==> src/pciu_pkg.sv <==
// constants, codes and states shared by the io/clock instruction unit
// assumes a 20 MHz system clock and a scan-paced user program
// Summary of operation
// - pot index 0..255, else operand error
// - pot reading 0..255 stored to destination
// - continuous variant: filter 0..64 ms, clamp
// - stepped variant: 0/8/16/32/64, round down
// - filter on points 0..15, not high-speed
// - io refresh at scan end, or instantly when first and count are multiples of 8
// - each save lengthens scan 2..5 ms
// - save only on enable rising edge
// - print low bytes of words, strobe point
// - busy flag held during print
// - 8 bytes, or 1..16 ending before zero
// - enable invalid clears busy flag
// - one print per valid enable period
// - clock read copies seven fields in order
// - clock read fails on clock setting error
// - clock write refused unless valid date
package pciu_pkg;
  typedef enum logic [2:0] {
    OP_POT = 3'h0, OP_FILT = 3'h1, OP_REF_IN = 3'h2, OP_REF_OUT = 3'h3,
    OP_NV = 3'h4, OP_PRINT = 3'h5, OP_CLK_RD = 3'h6, OP_CLK_WR = 3'h7
  } pciu_op_t;
  typedef enum logic [2:0] {
    ST_IDLE = 3'h0, ST_POT = 3'h1, ST_RD = 3'h2, ST_RWAIT = 3'h3,
    ST_RDATA = 3'h4, ST_NVH = 3'h5, ST_CLKRD = 3'h6, ST_CLKCHK = 3'h7
  } pciu_state_t;
  localparam logic [15:0] POT_MAX = 16'h00FF;
  localparam logic [6:0] FILT_MAX = 7'h40;
  localparam logic [6:0] FILT_S1 = 7'h08;
  localparam logic [6:0] FILT_S2 = 7'h10;
  localparam logic [6:0] FILT_S3 = 7'h20;
  localparam int FILT_POINTS = 16;
  localparam logic [15:0] IO_ALL = 16'h0100;
  localparam logic [15:0] NV_FIRST = 16'h1770;
  localparam logic [15:0] NV_END = 16'h1B58;
  localparam logic [4:0] NV_CNT_LIM = 5'h10;
  localparam int CLK_KHZ = 20000;
  localparam int NV_MIN_MS = 2;
  localparam int NV_MAX_MS = 5;
  localparam int NV_MIN_CYC = NV_MIN_MS * CLK_KHZ;
  localparam int NV_MAX_CYC = NV_MAX_MS * CLK_KHZ;
  localparam logic [4:0] PR_SHORT = 5'h08;
  localparam logic [4:0] PR_LONG = 5'h10;
  localparam int CLK_FIELDS = 7;
  localparam int FIFO_W = 32;
  localparam int FIFO_D = 8;
  localparam logic [15:0] YEAR_MIN = 16'h07D0;
  localparam logic [15:0] YEAR_MAX = 16'h0833;
  localparam logic [15:0] MONTH_MAX = 16'h000C;
  localparam logic [15:0] HOUR_LIM = 16'h0018;
  localparam logic [15:0] MIN_LIM = 16'h003C;
  localparam logic [15:0] WEEK_LIM = 16'h0007;
  localparam logic [15:0] YEAR_RST = YEAR_MIN;
  localparam logic [15:0] ONE_RST = 16'h0001;
endpackage

==> src/pciu_fifo.sv <==
// first-in first-out buffer with valid/ready on both sides
// assumes one clock, synchronous active-high reset, common clock enable
`timescale 1ns/1ps
module pciu_fifo #(
  parameter int WIDTH = 32,
  parameter int DEPTH = 8
) (
  input wire logic clk_sys_i,
  input wire logic rst_i,
  input wire logic ce_i,
  input wire logic in_valid_i,
  output logic in_ready_o,
  input wire logic [WIDTH-1:0] in_data_i,
  output logic out_valid_o,
  input wire logic out_ready_i,
  output logic [WIDTH-1:0] out_data_o
);
  localparam int AW = $clog2(DEPTH);
  logic [WIDTH-1:0] mem_reg [DEPTH];
  logic [AW-1:0] wp_reg;
  logic [AW-1:0] rp_reg;
  logic [AW:0] cnt_reg;
  logic push;
  logic pop;
  assign in_ready_o = (cnt_reg != DEPTH[AW:0]);
  assign out_valid_o = (cnt_reg != '0);
  assign out_data_o = mem_reg[rp_reg];
  assign push = in_valid_i && in_ready_o;
  assign pop = out_valid_o && out_ready_i;
  always_ff @(posedge clk_sys_i) begin
    if (ce_i && push) begin
      mem_reg[wp_reg] <= in_data_i;
    end
  end
  always_ff @(posedge clk_sys_i) begin
    if (rst_i) begin
      wp_reg <= '0;
      rp_reg <= '0;
      cnt_reg <= '0;
    end else if (ce_i) begin
      if (push) begin
        wp_reg <= (wp_reg == AW'(DEPTH - 1)) ? '0 : wp_reg + 1'b1;
      end
      if (pop) begin
        rp_reg <= (rp_reg == AW'(DEPTH - 1)) ? '0 : rp_reg + 1'b1;
      end
      cnt_reg <= cnt_reg + (AW+1)'(push) - (AW+1)'(pop);
    end
  end
endmodule

==> src/pciu_unit.sv <==
// io and real-time clock instruction executor, one command per handshake
// assumes a word memory with one-cycle read latency and a scan-end pulse
`timescale 1ns/1ps
module pciu_unit import pciu_pkg::*; #(
  parameter int NV_MIN = NV_MIN_CYC,
  parameter int NV_MAX = NV_MAX_CYC
) (
  input wire logic clk_sys_i,
  input wire logic rst_i,
  input wire logic ce_i,
  input wire logic scan_end_i,
  input wire logic cmd_valid_i,
  output logic cmd_ready_o,
  input wire pciu_op_t cmd_op_i,
  input wire logic cmd_power_i,
  input wire logic [15:0] cmd_a_i,
  input wire logic [15:0] cmd_b_i,
  output logic done_o,
  output logic err_o,
  output logic mem_rd_o,
  output logic mem_wr_o,
  output logic [15:0] mem_addr_o,
  output logic [15:0] mem_wdata_o,
  input wire logic [15:0] mem_rdata_i,
  output logic [7:0] pot_index_o,
  input wire logic [7:0] pot_value_i,
  input wire logic variant_stepped_i,
  input wire logic [15:0] high_speed_i,
  output logic [6:0] filter_time_o,
  output logic [15:0] filtered_input_points_o,
  output logic io_refresh_o,
  output logic [1:0] io_dir_o,
  output logic [15:0] io_first_o,
  output logic [15:0] io_count_o,
  output logic nv_valid_o,
  input wire logic nv_ready_i,
  output logic [15:0] nv_addr_o,
  output logic [15:0] nv_data_o,
  input wire logic print_length_flag_i,
  output logic print_busy_flag_o,
  output logic print_strobe_point_o,
  output logic [7:0] print_data_o,
  input wire logic rtc_fault_i,
  input wire logic [2:0] clock_sel_i,
  output logic [15:0] clock_data_o
);
  pciu_state_t state_reg;
  pciu_op_t op_reg;
  logic [15:0] base_reg;
  logic [4:0] idx_reg;
  logic [4:0] cnt_reg;
  logic [16:0] nv_tmr_reg;
  logic nv_prev_reg;
  logic pr_prev_reg;
  logic [7:0] pbuf_reg [16];
  logic [15:0] stage_reg [CLK_FIELDS];
  logic [15:0] rtc_reg [CLK_FIELDS];
  logic pr_loaded_reg;
  logic pr_phase_reg;
  logic pr_len_reg;
  logic busy_reg;
  logic [4:0] pr_pos_reg;
  logic [6:0] filt_reg;
  logic take;
  logic fifo_in_ready;
  logic fifo_empty_n;
  logic [31:0] fifo_out;
  logic pr_begin;
  logic pr_cancel;
  logic pr_go;
  logic [4:0] pr_lim;
  logic date_ok;

  assign cmd_ready_o = (state_reg == ST_IDLE) && !scan_end_i;
  assign take = cmd_valid_i && cmd_ready_o && ce_i;
  assign pr_begin = take && cmd_op_i == OP_PRINT && cmd_power_i && !pr_prev_reg;
  assign pr_cancel = take && cmd_op_i == OP_PRINT && !cmd_power_i;
  assign pr_go = state_reg == ST_RDATA && op_reg == OP_PRINT && idx_reg + 5'h01 == cnt_reg;
  assign pr_lim = pr_len_reg ? PR_LONG : PR_SHORT;
  assign filter_time_o = filt_reg;
  assign print_busy_flag_o = busy_reg;
  assign nv_addr_o = fifo_out[31:16];
  assign nv_data_o = fifo_out[15:0];
  assign nv_valid_o = fifo_empty_n;

  function automatic logic [6:0] filt_q(input logic [15:0] v, input logic stepped);
    logic [6:0] r;
    r = (v > 16'(FILT_MAX)) ? FILT_MAX : v[6:0];
    if (stepped) begin
      if (r < FILT_S1) r = 7'h00;
      else if (r < FILT_S2) r = FILT_S1;
      else if (r < FILT_S3) r = FILT_S2;
      else if (r < FILT_MAX) r = FILT_S3;
      else r = FILT_MAX;
    end
    return r;
  endfunction

  // solar calendar check, leap years are multiples of four within 2000..2099
  always_comb begin
    logic [15:0] dim;
    dim = 16'h001F;
    case (stage_reg[1][3:0])
      4'h4, 4'h6, 4'h9, 4'hB: dim = 16'h001E;
      4'h2: dim = (stage_reg[0][1:0] == 2'h0) ? 16'h001D : 16'h001C;
      default: dim = 16'h001F;
    endcase
    date_ok = stage_reg[0] >= YEAR_MIN && stage_reg[0] <= YEAR_MAX
      && stage_reg[1] >= ONE_RST && stage_reg[1] <= MONTH_MAX
      && stage_reg[2] >= ONE_RST && stage_reg[2] <= dim
      && stage_reg[3] < HOUR_LIM && stage_reg[4] < MIN_LIM
      && stage_reg[5] < MIN_LIM && stage_reg[6] < WEEK_LIM;
  end

  pciu_fifo #(.WIDTH(FIFO_W), .DEPTH(FIFO_D)) u_fifo (
    .clk_sys_i(clk_sys_i),
    .rst_i(rst_i),
    .ce_i(ce_i),
    .in_valid_i(state_reg == ST_RDATA && op_reg == OP_NV),
    .in_ready_o(fifo_in_ready),
    .in_data_i({base_reg + 16'(idx_reg), mem_rdata_i}),
    .out_valid_o(fifo_empty_n),
    .out_ready_i(nv_ready_i),
    .out_data_o(fifo_out)
  );

  // sequencer
  always_ff @(posedge clk_sys_i) begin
    if (rst_i) begin
      state_reg <= ST_IDLE;
      op_reg <= OP_POT;
      base_reg <= 16'h0000;
      idx_reg <= 5'h00;
      cnt_reg <= 5'h00;
      mem_rd_o <= 1'b0;
      mem_wr_o <= 1'b0;
      mem_addr_o <= 16'h0000;
      mem_wdata_o <= 16'h0000;
      pot_index_o <= 8'h00;
      done_o <= 1'b0;
      err_o <= 1'b0;
      nv_tmr_reg <= 17'h00000;
    end else if (ce_i) begin
      done_o <= 1'b0;
      err_o <= 1'b0;
      mem_wr_o <= 1'b0;
      // saturates so a stalled save never counts past the limit
      if (op_reg == OP_NV && state_reg != ST_IDLE && nv_tmr_reg < 17'(NV_MAX)) begin
        nv_tmr_reg <= nv_tmr_reg + 17'h00001;
      end
      case (state_reg)
        ST_IDLE: begin
          if (take && cmd_power_i) begin
            op_reg <= cmd_op_i;
            base_reg <= cmd_b_i;
            idx_reg <= 5'h00;
            nv_tmr_reg <= 17'h00000;
            case (cmd_op_i)
              OP_POT: begin
                if (cmd_a_i > POT_MAX) err_o <= 1'b1;
                else begin
                  pot_index_o <= cmd_a_i[7:0];
                  state_reg <= ST_POT;
                end
              end
              OP_NV: begin
                base_reg <= cmd_a_i;
                cnt_reg <= cmd_b_i[4:0];
                if (nv_prev_reg) done_o <= 1'b1;
                else if (cmd_a_i < NV_FIRST || cmd_b_i >= 16'(NV_CNT_LIM)
                    || cmd_a_i >= NV_END || cmd_a_i + cmd_b_i >= NV_END) err_o <= 1'b1;
                else state_reg <= (cmd_b_i == 16'h0000) ? ST_NVH : ST_RD;
              end
              OP_PRINT: begin
                base_reg <= cmd_a_i;
                cnt_reg <= print_length_flag_i ? PR_LONG : PR_SHORT;
                if (pr_begin) state_reg <= ST_RD;
                else done_o <= 1'b1;
              end
              OP_CLK_RD: begin
                if (rtc_fault_i) err_o <= 1'b1;
                else state_reg <= ST_CLKRD;
              end
              OP_CLK_WR: begin
                base_reg <= cmd_a_i;
                cnt_reg <= 5'(CLK_FIELDS);
                state_reg <= ST_RD;
              end
              default: begin
                done_o <= 1'b1;
              end
            endcase
          end else if (take) begin
            done_o <= 1'b1;
          end
        end
        ST_POT: begin
          mem_wr_o <= 1'b1;
          mem_addr_o <= base_reg;
          mem_wdata_o <= {8'h00, pot_value_i};
          done_o <= 1'b1;
          state_reg <= ST_IDLE;
        end
        ST_RD: begin
          if (op_reg != OP_NV || fifo_in_ready) begin
            mem_rd_o <= 1'b1;
            mem_addr_o <= base_reg + 16'(idx_reg);
            state_reg <= ST_RWAIT;
          end
        end
        ST_RWAIT: begin
          mem_rd_o <= 1'b0;
          state_reg <= ST_RDATA;
        end
        ST_RDATA: begin
          idx_reg <= idx_reg + 5'h01;
          if (idx_reg + 5'h01 != cnt_reg) state_reg <= ST_RD;
          else if (op_reg == OP_NV) state_reg <= ST_NVH;
          else if (op_reg == OP_CLK_WR) state_reg <= ST_CLKCHK;
          else begin
            done_o <= 1'b1;
            state_reg <= ST_IDLE;
          end
        end
        ST_NVH: begin
          if ((nv_tmr_reg >= 17'(NV_MIN) && !fifo_empty_n)
              || nv_tmr_reg >= 17'(NV_MAX)) begin
            done_o <= 1'b1;
            state_reg <= ST_IDLE;
          end
        end
        ST_CLKRD: begin
          mem_wr_o <= 1'b1;
          mem_addr_o <= base_reg + 16'(idx_reg);
          mem_wdata_o <= rtc_reg[idx_reg[2:0]];
          idx_reg <= idx_reg + 5'h01;
          if (idx_reg == 5'(CLK_FIELDS - 1)) begin
            done_o <= 1'b1;
            state_reg <= ST_IDLE;
          end
        end
        ST_CLKCHK: begin
          done_o <= date_ok;
          err_o <= !date_ok;
          state_reg <= ST_IDLE;
        end
        default: begin
          state_reg <= ST_IDLE;
        end
      endcase
    end
  end

  // captured words for print and clock write
  always_ff @(posedge clk_sys_i) begin
    if (ce_i && state_reg == ST_RDATA) begin
      if (op_reg == OP_PRINT) pbuf_reg[idx_reg[3:0]] <= mem_rdata_i[7:0];
      if (op_reg == OP_CLK_WR) stage_reg[idx_reg[2:0]] <= mem_rdata_i;
    end
  end

  // clock fields
  always_ff @(posedge clk_sys_i) begin
    if (rst_i) begin
      for (int i = 0; i < CLK_FIELDS; i++) begin
        rtc_reg[i] <= (i == 0) ? YEAR_RST : (i < 3) ? ONE_RST : 16'h0000;
      end
      clock_data_o <= 16'h0000;
    end else if (ce_i) begin
      if (state_reg == ST_CLKCHK && date_ok) begin
        for (int i = 0; i < CLK_FIELDS; i++) rtc_reg[i] <= stage_reg[i];
      end
      clock_data_o <= (clock_sel_i < 3'(CLK_FIELDS)) ? rtc_reg[clock_sel_i] : 16'h0000;
    end
  end

  // enable edge history
  always_ff @(posedge clk_sys_i) begin
    if (rst_i) begin
      nv_prev_reg <= 1'b0;
      pr_prev_reg <= 1'b0;
    end else if (take) begin
      if (cmd_op_i == OP_NV) nv_prev_reg <= cmd_power_i;
      if (cmd_op_i == OP_PRINT) pr_prev_reg <= cmd_power_i;
    end
  end

  // filter constant and io refresh
  always_ff @(posedge clk_sys_i) begin
    if (rst_i) begin
      filt_reg <= 7'h00;
      io_refresh_o <= 1'b0;
      io_dir_o <= 2'h0;
      io_first_o <= 16'h0000;
      io_count_o <= 16'h0000;
    end else if (ce_i) begin
      io_refresh_o <= 1'b0;
      if (scan_end_i) begin
        io_refresh_o <= 1'b1;
        io_dir_o <= 2'h3;
        io_first_o <= 16'h0000;
        io_count_o <= IO_ALL;
      end else if (take && cmd_power_i) begin
        if (cmd_op_i == OP_FILT) filt_reg <= filt_q(cmd_a_i, variant_stepped_i);
        if ((cmd_op_i == OP_REF_IN || cmd_op_i == OP_REF_OUT)
            && cmd_a_i[2:0] == 3'h0 && cmd_b_i[2:0] == 3'h0) begin
          io_refresh_o <= 1'b1;
          io_dir_o <= (cmd_op_i == OP_REF_IN) ? 2'h1 : 2'h2;
          io_first_o <= cmd_a_i;
          io_count_o <= cmd_b_i;
        end
      end
    end
  end

  for (genvar g = 0; g < FILT_POINTS; g++) begin : g_filt
    always_ff @(posedge clk_sys_i) begin
      if (rst_i) filtered_input_points_o[g] <= 1'b0;
      else if (ce_i) filtered_input_points_o[g] <= !high_speed_i[g];
    end
  end

  // byte print pacing, one scan per strobe edge
  always_ff @(posedge clk_sys_i) begin
    if (rst_i) begin
      busy_reg <= 1'b0;
      pr_loaded_reg <= 1'b0;
      pr_phase_reg <= 1'b0;
      pr_len_reg <= 1'b0;
      pr_pos_reg <= 5'h00;
      print_strobe_point_o <= 1'b0;
      print_data_o <= 8'h00;
    end else if (ce_i) begin
      if (pr_cancel) begin
        busy_reg <= 1'b0;
        pr_loaded_reg <= 1'b0;
        print_strobe_point_o <= 1'b0;
      end else if (pr_begin) begin
        busy_reg <= 1'b1;
        pr_len_reg <= print_length_flag_i;
        pr_pos_reg <= 5'h00;
        pr_phase_reg <= 1'b0;
      end else if (pr_go) begin
        pr_loaded_reg <= 1'b1;
      end else if (pr_loaded_reg && scan_end_i) begin
        if (pr_phase_reg) begin
          print_strobe_point_o <= 1'b0;
          pr_pos_reg <= pr_pos_reg + 5'h01;
          pr_phase_reg <= 1'b0;
        end else if (pr_pos_reg == pr_lim || (pr_len_reg && pr_pos_reg != 5'h00
            && pbuf_reg[pr_pos_reg[3:0]] == 8'h00)) begin
          busy_reg <= 1'b0;
          pr_loaded_reg <= 1'b0;
        end else begin
          print_data_o <= pbuf_reg[pr_pos_reg[3:0]];
          print_strobe_point_o <= 1'b1;
          pr_phase_reg <= 1'b1;
        end
      end
    end
  end
endmodule

==> config.mk <==
export PLATFORM = sky130hd
export DESIGN_NAME = pciu_unit
export DESIGN_NICKNAME = d
export VERILOG_FILES = /design/src/pciu_pkg.sv /design/src/pciu_fifo.sv /design/src/pciu_unit.sv
export SDC_FILE = /design/constraint.sdc
export NUM_CORES = 1
export LEC_CHECK = 0
export BUFFER_PORTS_ARGS = -buffer_cell sky130_fd_sc_hd__buf_2
export CAP_MARGIN = 5
export CORE_MARGIN = 5
export CORE_UTILIZATION = 42
export CTS_CLUSTER_DIAMETER = 100
export CTS_CLUSTER_SIZE = 16
export DETAILED_ROUTE_END_ITERATION = 8
export PLACE_DENSITY = 0.6
export RECOVER_POWER = 25
export SYNTH_ARGS = -nofsm -noshare
export SYNTH_HDL_FRONTEND = slang
export SYNTH_SLANG_ARGS = --single-unit
==> constraint.sdc <==
create_clock -name clk_sys_i -period 9.11 [get_ports clk_sys_i]
set_input_delay 1.822 -clock clk_sys_i [delete_from_list [all_inputs] [get_ports clk_sys_i]]
set_output_delay 1.822 -clock clk_sys_i [all_outputs]
set_load 0.005 [all_outputs]
==> flow_summary.yaml, run 1 <==
logic_synthesis:
  syn-cell-area_mm2: 0.0339
  yosys_warnings: 0
  synth_adder_area_share: 0.0165
  synth_seq_area_share: 0.660
  synth-simple-area-share: 0.0928
  syn_inst: 2349
  synthTopCellsByCount: "edfxtp_1 (608), nor2_1 (276), dfxtp_1 (207)"
  ys.flop_type: "edfxtp_1"
  async_flop_share: 0
  synth_edf_count: 608
  synth_xor_area_frac: 0.0124
  ys_types: 79
  synth_top_family_by_area: "multiplexers"
  synth_top_area_frac: 0.538
  synth_compound_area_frac: 0.0671
  synth_most_common_cell: "edfxtp_1"
  synth-seq-cells: 815
  synth_top_area_cell: "edfxtp_1"
  synthMuxAreaShare: 0.132
  syn_area_per_cell_um2: 14.4
  synth_area_leaders: "edfxtp_1 (54%), dfxtp_1 (12%), mux4_2 (7.0%)"
clocking:
  clk_latency_ns: 0.63
  clockBufferDepth: 3
  cts_setup_buffers: 0
  root_buffer: "clkbuf_16"
  ctsResizeCount: 0
  htree_levels: 2
  cts_buffers: 57
  numClockSinks: 815
  cts_hold_buf: 0
  clk_pin_slew_ns: 0.07
  cts_tree: "built"
floorplanning:
  design.die.area_mm2: 0.0866
  dieWidth_um: 294
  start_util: 0.423
  core_mm2: 0.0803
  ioPinCount: 250
  fp.dieH_um: 294
  fp-row-count: 104
routing:
  first_pass_iters: 6
  avgViaCountPerCell: 5.50
  wire_per_inst_um: 22.1
  wl_um: 82700
  ant_nets: 0
  via_count: 20600
  drc: 0
  drt-initial-drc-count: 1633
setup_path:
  critPathMaxFanout: 45
  critPathTopFamily: "buffers and inverters"
  slowest_stage: "buf_4"
  required_ns: 7.29
  cp_cell_sequence: "buf_4, mux4_2, mux2_2, buf_2"
  rr_worst_depth: 12
  worstSetupPathType: "reg2out"
  cpPeakStageDelay_ns: 0.79
  r2r_start: "stage_reg[1][1]"
  cp_data_arrival_time_ns: 3.14
  rr_endpoint: "rtc_reg[3][3]"
  critPathCaptureType: "output port"
  crit_buf_inv: 2
  ff2ff_setup_slack_ns: 4.86
  worstSetupStartpointType: "flop"
place:
  portBuffers: 249
  dp_slack_ns: 3.98
  dp_hpwl_um: 54800
  gp_congestion: 0.858
  place_inst: 3631
timing:
  fmax_ghz: 0.202
  period_share: 0.544
  rsz0062_at_grt: "false"
  hold_viol: 0
  fin_ws_ns: 4.15
  report.final.slew_viol_count: 224
  setup_viol: 0
  worst_pin_slew_ns: 1.71
  clock_skew_ns: 0.0171
  timing.setup.tns_ns: 0
  min_period_ns: 4.96
  relSlewSlack: -0.141
layout:
  drive_gt1_frac: 0.189
  n_fill_cell: 6892
  largest_register_ffs: 256
  finalNonFillerCells: 3737
  final_nets: 2762
  areaGrowthSynthToFinish_pct: 12.6
global_routing:
  gr-total-overflow: 0
  antenna_found_initial: 7
  grt_max_degree: 121
  grt_usage: 0.185
  grt_pass1_vias: 20600
  grt_pass1_wl_um: 125000
power_and_ir_drop:
  total_power_mw: 6.92
  power_density_mw_per_mm2: 181
  ir_drop_uv: 184
  p_leak_nw: 13.0
worst_hold_path:
  holdPathEnd: "io_count_o[2]"
  hold_path_startpoint: "io_count_o[2]"
  hp-class: "reg2reg"
  worstHoldPathCells: 1
status:
  status: "complete, but fails checks"
  failed_checks: "max-capacitance violations, max-slew violations"
run:
  maxCapViolCount: 7
-- through the flow --
step,instance area [um^2],utilization,hold WS (ns)
global placement,36600,0.455,0.437
CTS,38200,0.476,0.460
detailed placement,36600,0.455,0.441
finish,38200,0.476,0.458
global route,38200,0.476,0.481
floorplan,34200,-,0.448
-- per-layer routing --
layer / track usage / routed length (um) / vias up
met5: 0 / 14 / -
met1: 0.256 / 35700 / 10400
met3: 0.0315 / 5160 / 122
met4: 0.0473 / 2000 / 2
li1: - / - / 9508
met2: 0.308 / 39800 / 566
-- area by class of cell --
class                      instances  area (um^2)  share of cell area
antenna                            1         2.50           0.0000655
clock buffer                     100         1610              0.0421
clock inverter                     4         58.8             0.00154
inverter                          38          143             0.00373
multi-input combinational       1435        11200               0.292
sequential                       815        22400               0.586
tap                             1060         1330              0.0347
timing repair buffer             284         1490              0.0391
-- power by group --
group          switching [mW]  internal (mW)
registers              0.0332           4.02
logic                   0.260          0.174
clock network            1.23           1.20
total                    1.52           5.40
-- logic make-up (layout without fill, tap and decap cells) --
| logic type | after synthesis | in the layout |
|---|---|---|
| AO/OA/AOI/OAI | 357 | 357 |
| XOR/XNOR | 48 | 48 |
| adder cells (fa/ha/maj) | 43 | 43 |
| buffers and inverters | 156 | 426 |
| flip-flops | 815 | 815 |
| multiplexers | 265 | 265 |
| other | 1 | 59 |
| AND/OR/NAND/NOR | 664 | 664 |
-- placed cells by master, fill, tap and decap left out, types with 29 or more instances in the layout --
master     count
nor2b_1       29
a211oi_1      58
mux2_2        35
conb_1        58
nand3_1       33
mux4_2       106
buf_2        233
dfxtp_1      204
buf_4         34
inv_1         37
a21oi_1      120
clkbuf_1      58
and2_1        40
ha_1          40
mux2i_1       96
nor4_1        31
nor2_1       272
nand2_1      123
edfxtp_1     608
o21ai_0       62
clkbuf_16     58
-- worst max-delay path by stage --
stage / cells past startpoint / to / slack (ns)
after CTS: 4 / nv_data_o[10] / 4.01
after floorplan: 4 / u_fifo.mem_reg[0][0] / 2.90
after global placement: 10 / print_data_o[6] / 4.08
final: 4 / nv_data_o[10] / 4.15
after detailed placement: 10 / print_data_o[6] / 3.98
after global routing: 4 / nv_data_o[10] / 3.84
-- worst reg2reg max path: cells and delay by family (launching register included) --
kind | cells | cell delay (ns)
flops | 1 | 0.49
buf+inv | 2 | 0.82
fa+ha+maj | 1 | 0.17
compound gates | 5 | 0.70
simple gates | 4 | 1.70
(Power assumes the default switching activity.)
==> run 2, diff against run 1 <==
- ABC_AREA: not set -> 1
- clock period: 9.11 -> 4.7 ns (I/O delays scaled with it)
==> flow_summary.yaml, run 2 <==
status:
  status: "complete, but fails checks"
  failed_checks: "max-capacitance violations, max-slew violations"
worst_hold_path:
  hp-class: "reg2reg"
clocking:
  numClockSinks: 815
  htree_levels: 2
  cts_hold_buf: 0
  cts_tree: "built"
  cts_buffers: 57
  cts_setup_buffers: 0
  root_buffer: "clkbuf_16"
  clk_latency_ns: 0.66
  clk_pin_slew_ns: 0.07
  clockBufferDepth: 3
  ctsResizeCount: 0
layout:
  largest_register_ffs: 256
  num_antenna_cells: 0
  final_cell_mix: "edfxtp_1 (608), nor2_1 (529), nand2_1 (503), o21ai_0 (397), a21oi_1 (255)"
  mostFrequentLayoutCell: "edfxtp_1"
  areaGrowthSynthToFinish_pct: 12.3
  final_nets: 3801
  n_fill_cell: 7641
  final_area_mm2: 0.0390
  drive_gt1_frac: 0.112
floorplanning:
  start_util: 0.423
  dieWidth_um: 298
  fp-row-count: 105
  design.die.area_mm2: 0.0886
  ioPinCount: 250
  fp.dieH_um: 298
  core_mm2: 0.0821
routing:
  first_pass_iters: 7
  drc: 0
  drt-initial-drc-count: 2159
  wl_um: 92800
  wire_per_inst_um: 19.4
  avgViaCountPerCell: 5.30
  via_count: 25400
  ant_nets: 0
timing:
  fmax_ghz: 0.255
  timing.setup.tns_ns: 0
  hold_viol: 0
  report.final.slew_viol_count: 255
  relSlewSlack: -0.259
  min_period_ns: 3.93
  setup_viol: 0
  worst_pin_slew_ns: 1.89
  clock_skew_ns: 0.0378
  period_share: 0.835
  hold_ws_ns: 0.435
  rsz0062_at_grt: "false"
logic_synthesis:
  synthTopCellsByCount: "edfxtp_1 (608), nor2_1 (529), nand2_1 (504)"
  synth_top_area_cell: "edfxtp_1"
  synth-seq-cells: 815
  syn-cell-area_mm2: 0.0348
  synth_area_leaders: "edfxtp_1 (53%), dfxtp_1 (12%), o21ai_0 (5.7%)"
  yosys_warnings: 0
  syn_area_per_cell_um2: 10.2
  ys_types: 59
  async_flop_share: 0
  synth_most_common_cell: "edfxtp_1"
  syn_inst: 3422
  synth_seq_area_share: 0.645
  synth_top_area_frac: 0.525
  synth_edf_count: 608
  ys.flop_type: "edfxtp_1"
global_routing:
  grt_max_degree: 75
  grt_pass1_vias: 24000
  gr-total-overflow: 0
  grt_pass1_wl_um: 142000
  grt_usage: 0.201
  antenna_found_initial: 2
setup_path:
  worstSetupStartpointType: "flop"
  required_ns: 3.76
  worstSetupPathType: "reg2out"
  critPathCaptureType: "output port"
  critPathMaxFanout: 55
  cp_data_arrival_time_ns: 2.99
place:
  dp_hpwl_um: 59600
  portBuffers: 249
  placed_area_mm2: 0.0374
  gp_congestion: 0.877
power_and_ir_drop:
  p_leak_nw: 14.5
  ir_drop_uv: 248
  power_density_mw_per_mm2: 349
run:
  maxCapViolCount: 8
## run 2: cell types whose count changed in the layout (fill, tap and decap cells not counted), sizes merged, moves of 35 or more
| cell | before | now |
|---|---|---|
| mux2i | 96 | 0 |
| inv | 40 | 269 |
| nand2 | 123 | 510 |
| nand3 | 33 | 107 |
| nor2 | 278 | 540 |
| o21ai | 67 | 402 |
| and2 | 41 | 2 |
| a21oi | 120 | 257 |
| a31oi | 8 | 59 |
| mux2 | 35 | 0 |
| mux4 | 134 | 0 |
## run 2: worst paths after layout
path,cells after the start,endpoint,slack (ns),from
setup / recovery,7,nv_data_o[6],0.77,flop
hold reg to reg,2,io_count_o[0],0.43,io_count_o[0]
setup reg to reg,12,rtc_reg[0][10],1.24,stage_reg[1][2]
hold / removal,2,io_count_o[0],0.43,io_count_o[0]
## run 2: worst max-delay path, cell delays in order (launching register included)
cell	delay, ns
dfxtp_4	0.50
clkinv_2	0.62
buf_4	0.46
o21ai_0	0.16
o22ai_1	0.09
nor2_1	0.11
a31oi_1	0.12
buf_2	0.24
## run 2: final cells by class
class,count,area [um^2],area share
clock buffers,101,1610,0.0413
clock inverters,5,76.3,0.00196
inverters,270,1020,0.0261
multi-input cells,2224,10900,0.280
flip-flops and latches,815,22400,0.574
well taps,1070,1340,0.0343
repair buffers,302,1650,0.0423
## run 2: cell families after synthesis
logic type,share of synthesized area
buffers and inverters,0.0500
AOI/OAI and AO/OA,0.132
and+or+nand+nor,0.150
adders and majority gates,0.0161
xor gates and xnor gates,0.00731
DFF,0.645
other,0.000108
## run 2: metrics by stage
stage	total power, mW	worst slack, ns	util	cells
after floorplan	8.58	0.120	-	3479
after global placement	8.97	1.23	0.455	4681
after detailed placement	8.98	1.19	0.455	4681
after CTS	13.8	0.723	0.476	4787
after global routing	14.2	0.529	0.475	4787
final	13.6	0.774	0.475	4787
## run 2: routing by layer
metal,part of all wire,wire length [um],global-route usage,vias to the layer above
met5,0.00014,13,0,-
met4,0.019,1720,0.0418,2
met3,0.062,5780,0.0331,111
met2,0.47,43300,0.328,764
met1,0.45,42000,0.288,12200
li1,-,-,-,12300
## run 2: power by group
group          switching (mW)  internal, mW  total (mW)
sequential             0.0681          7.81        7.88
clock                    2.48          2.34        4.82
combinational           0.649         0.281       0.930
total                    3.19          10.4        13.6
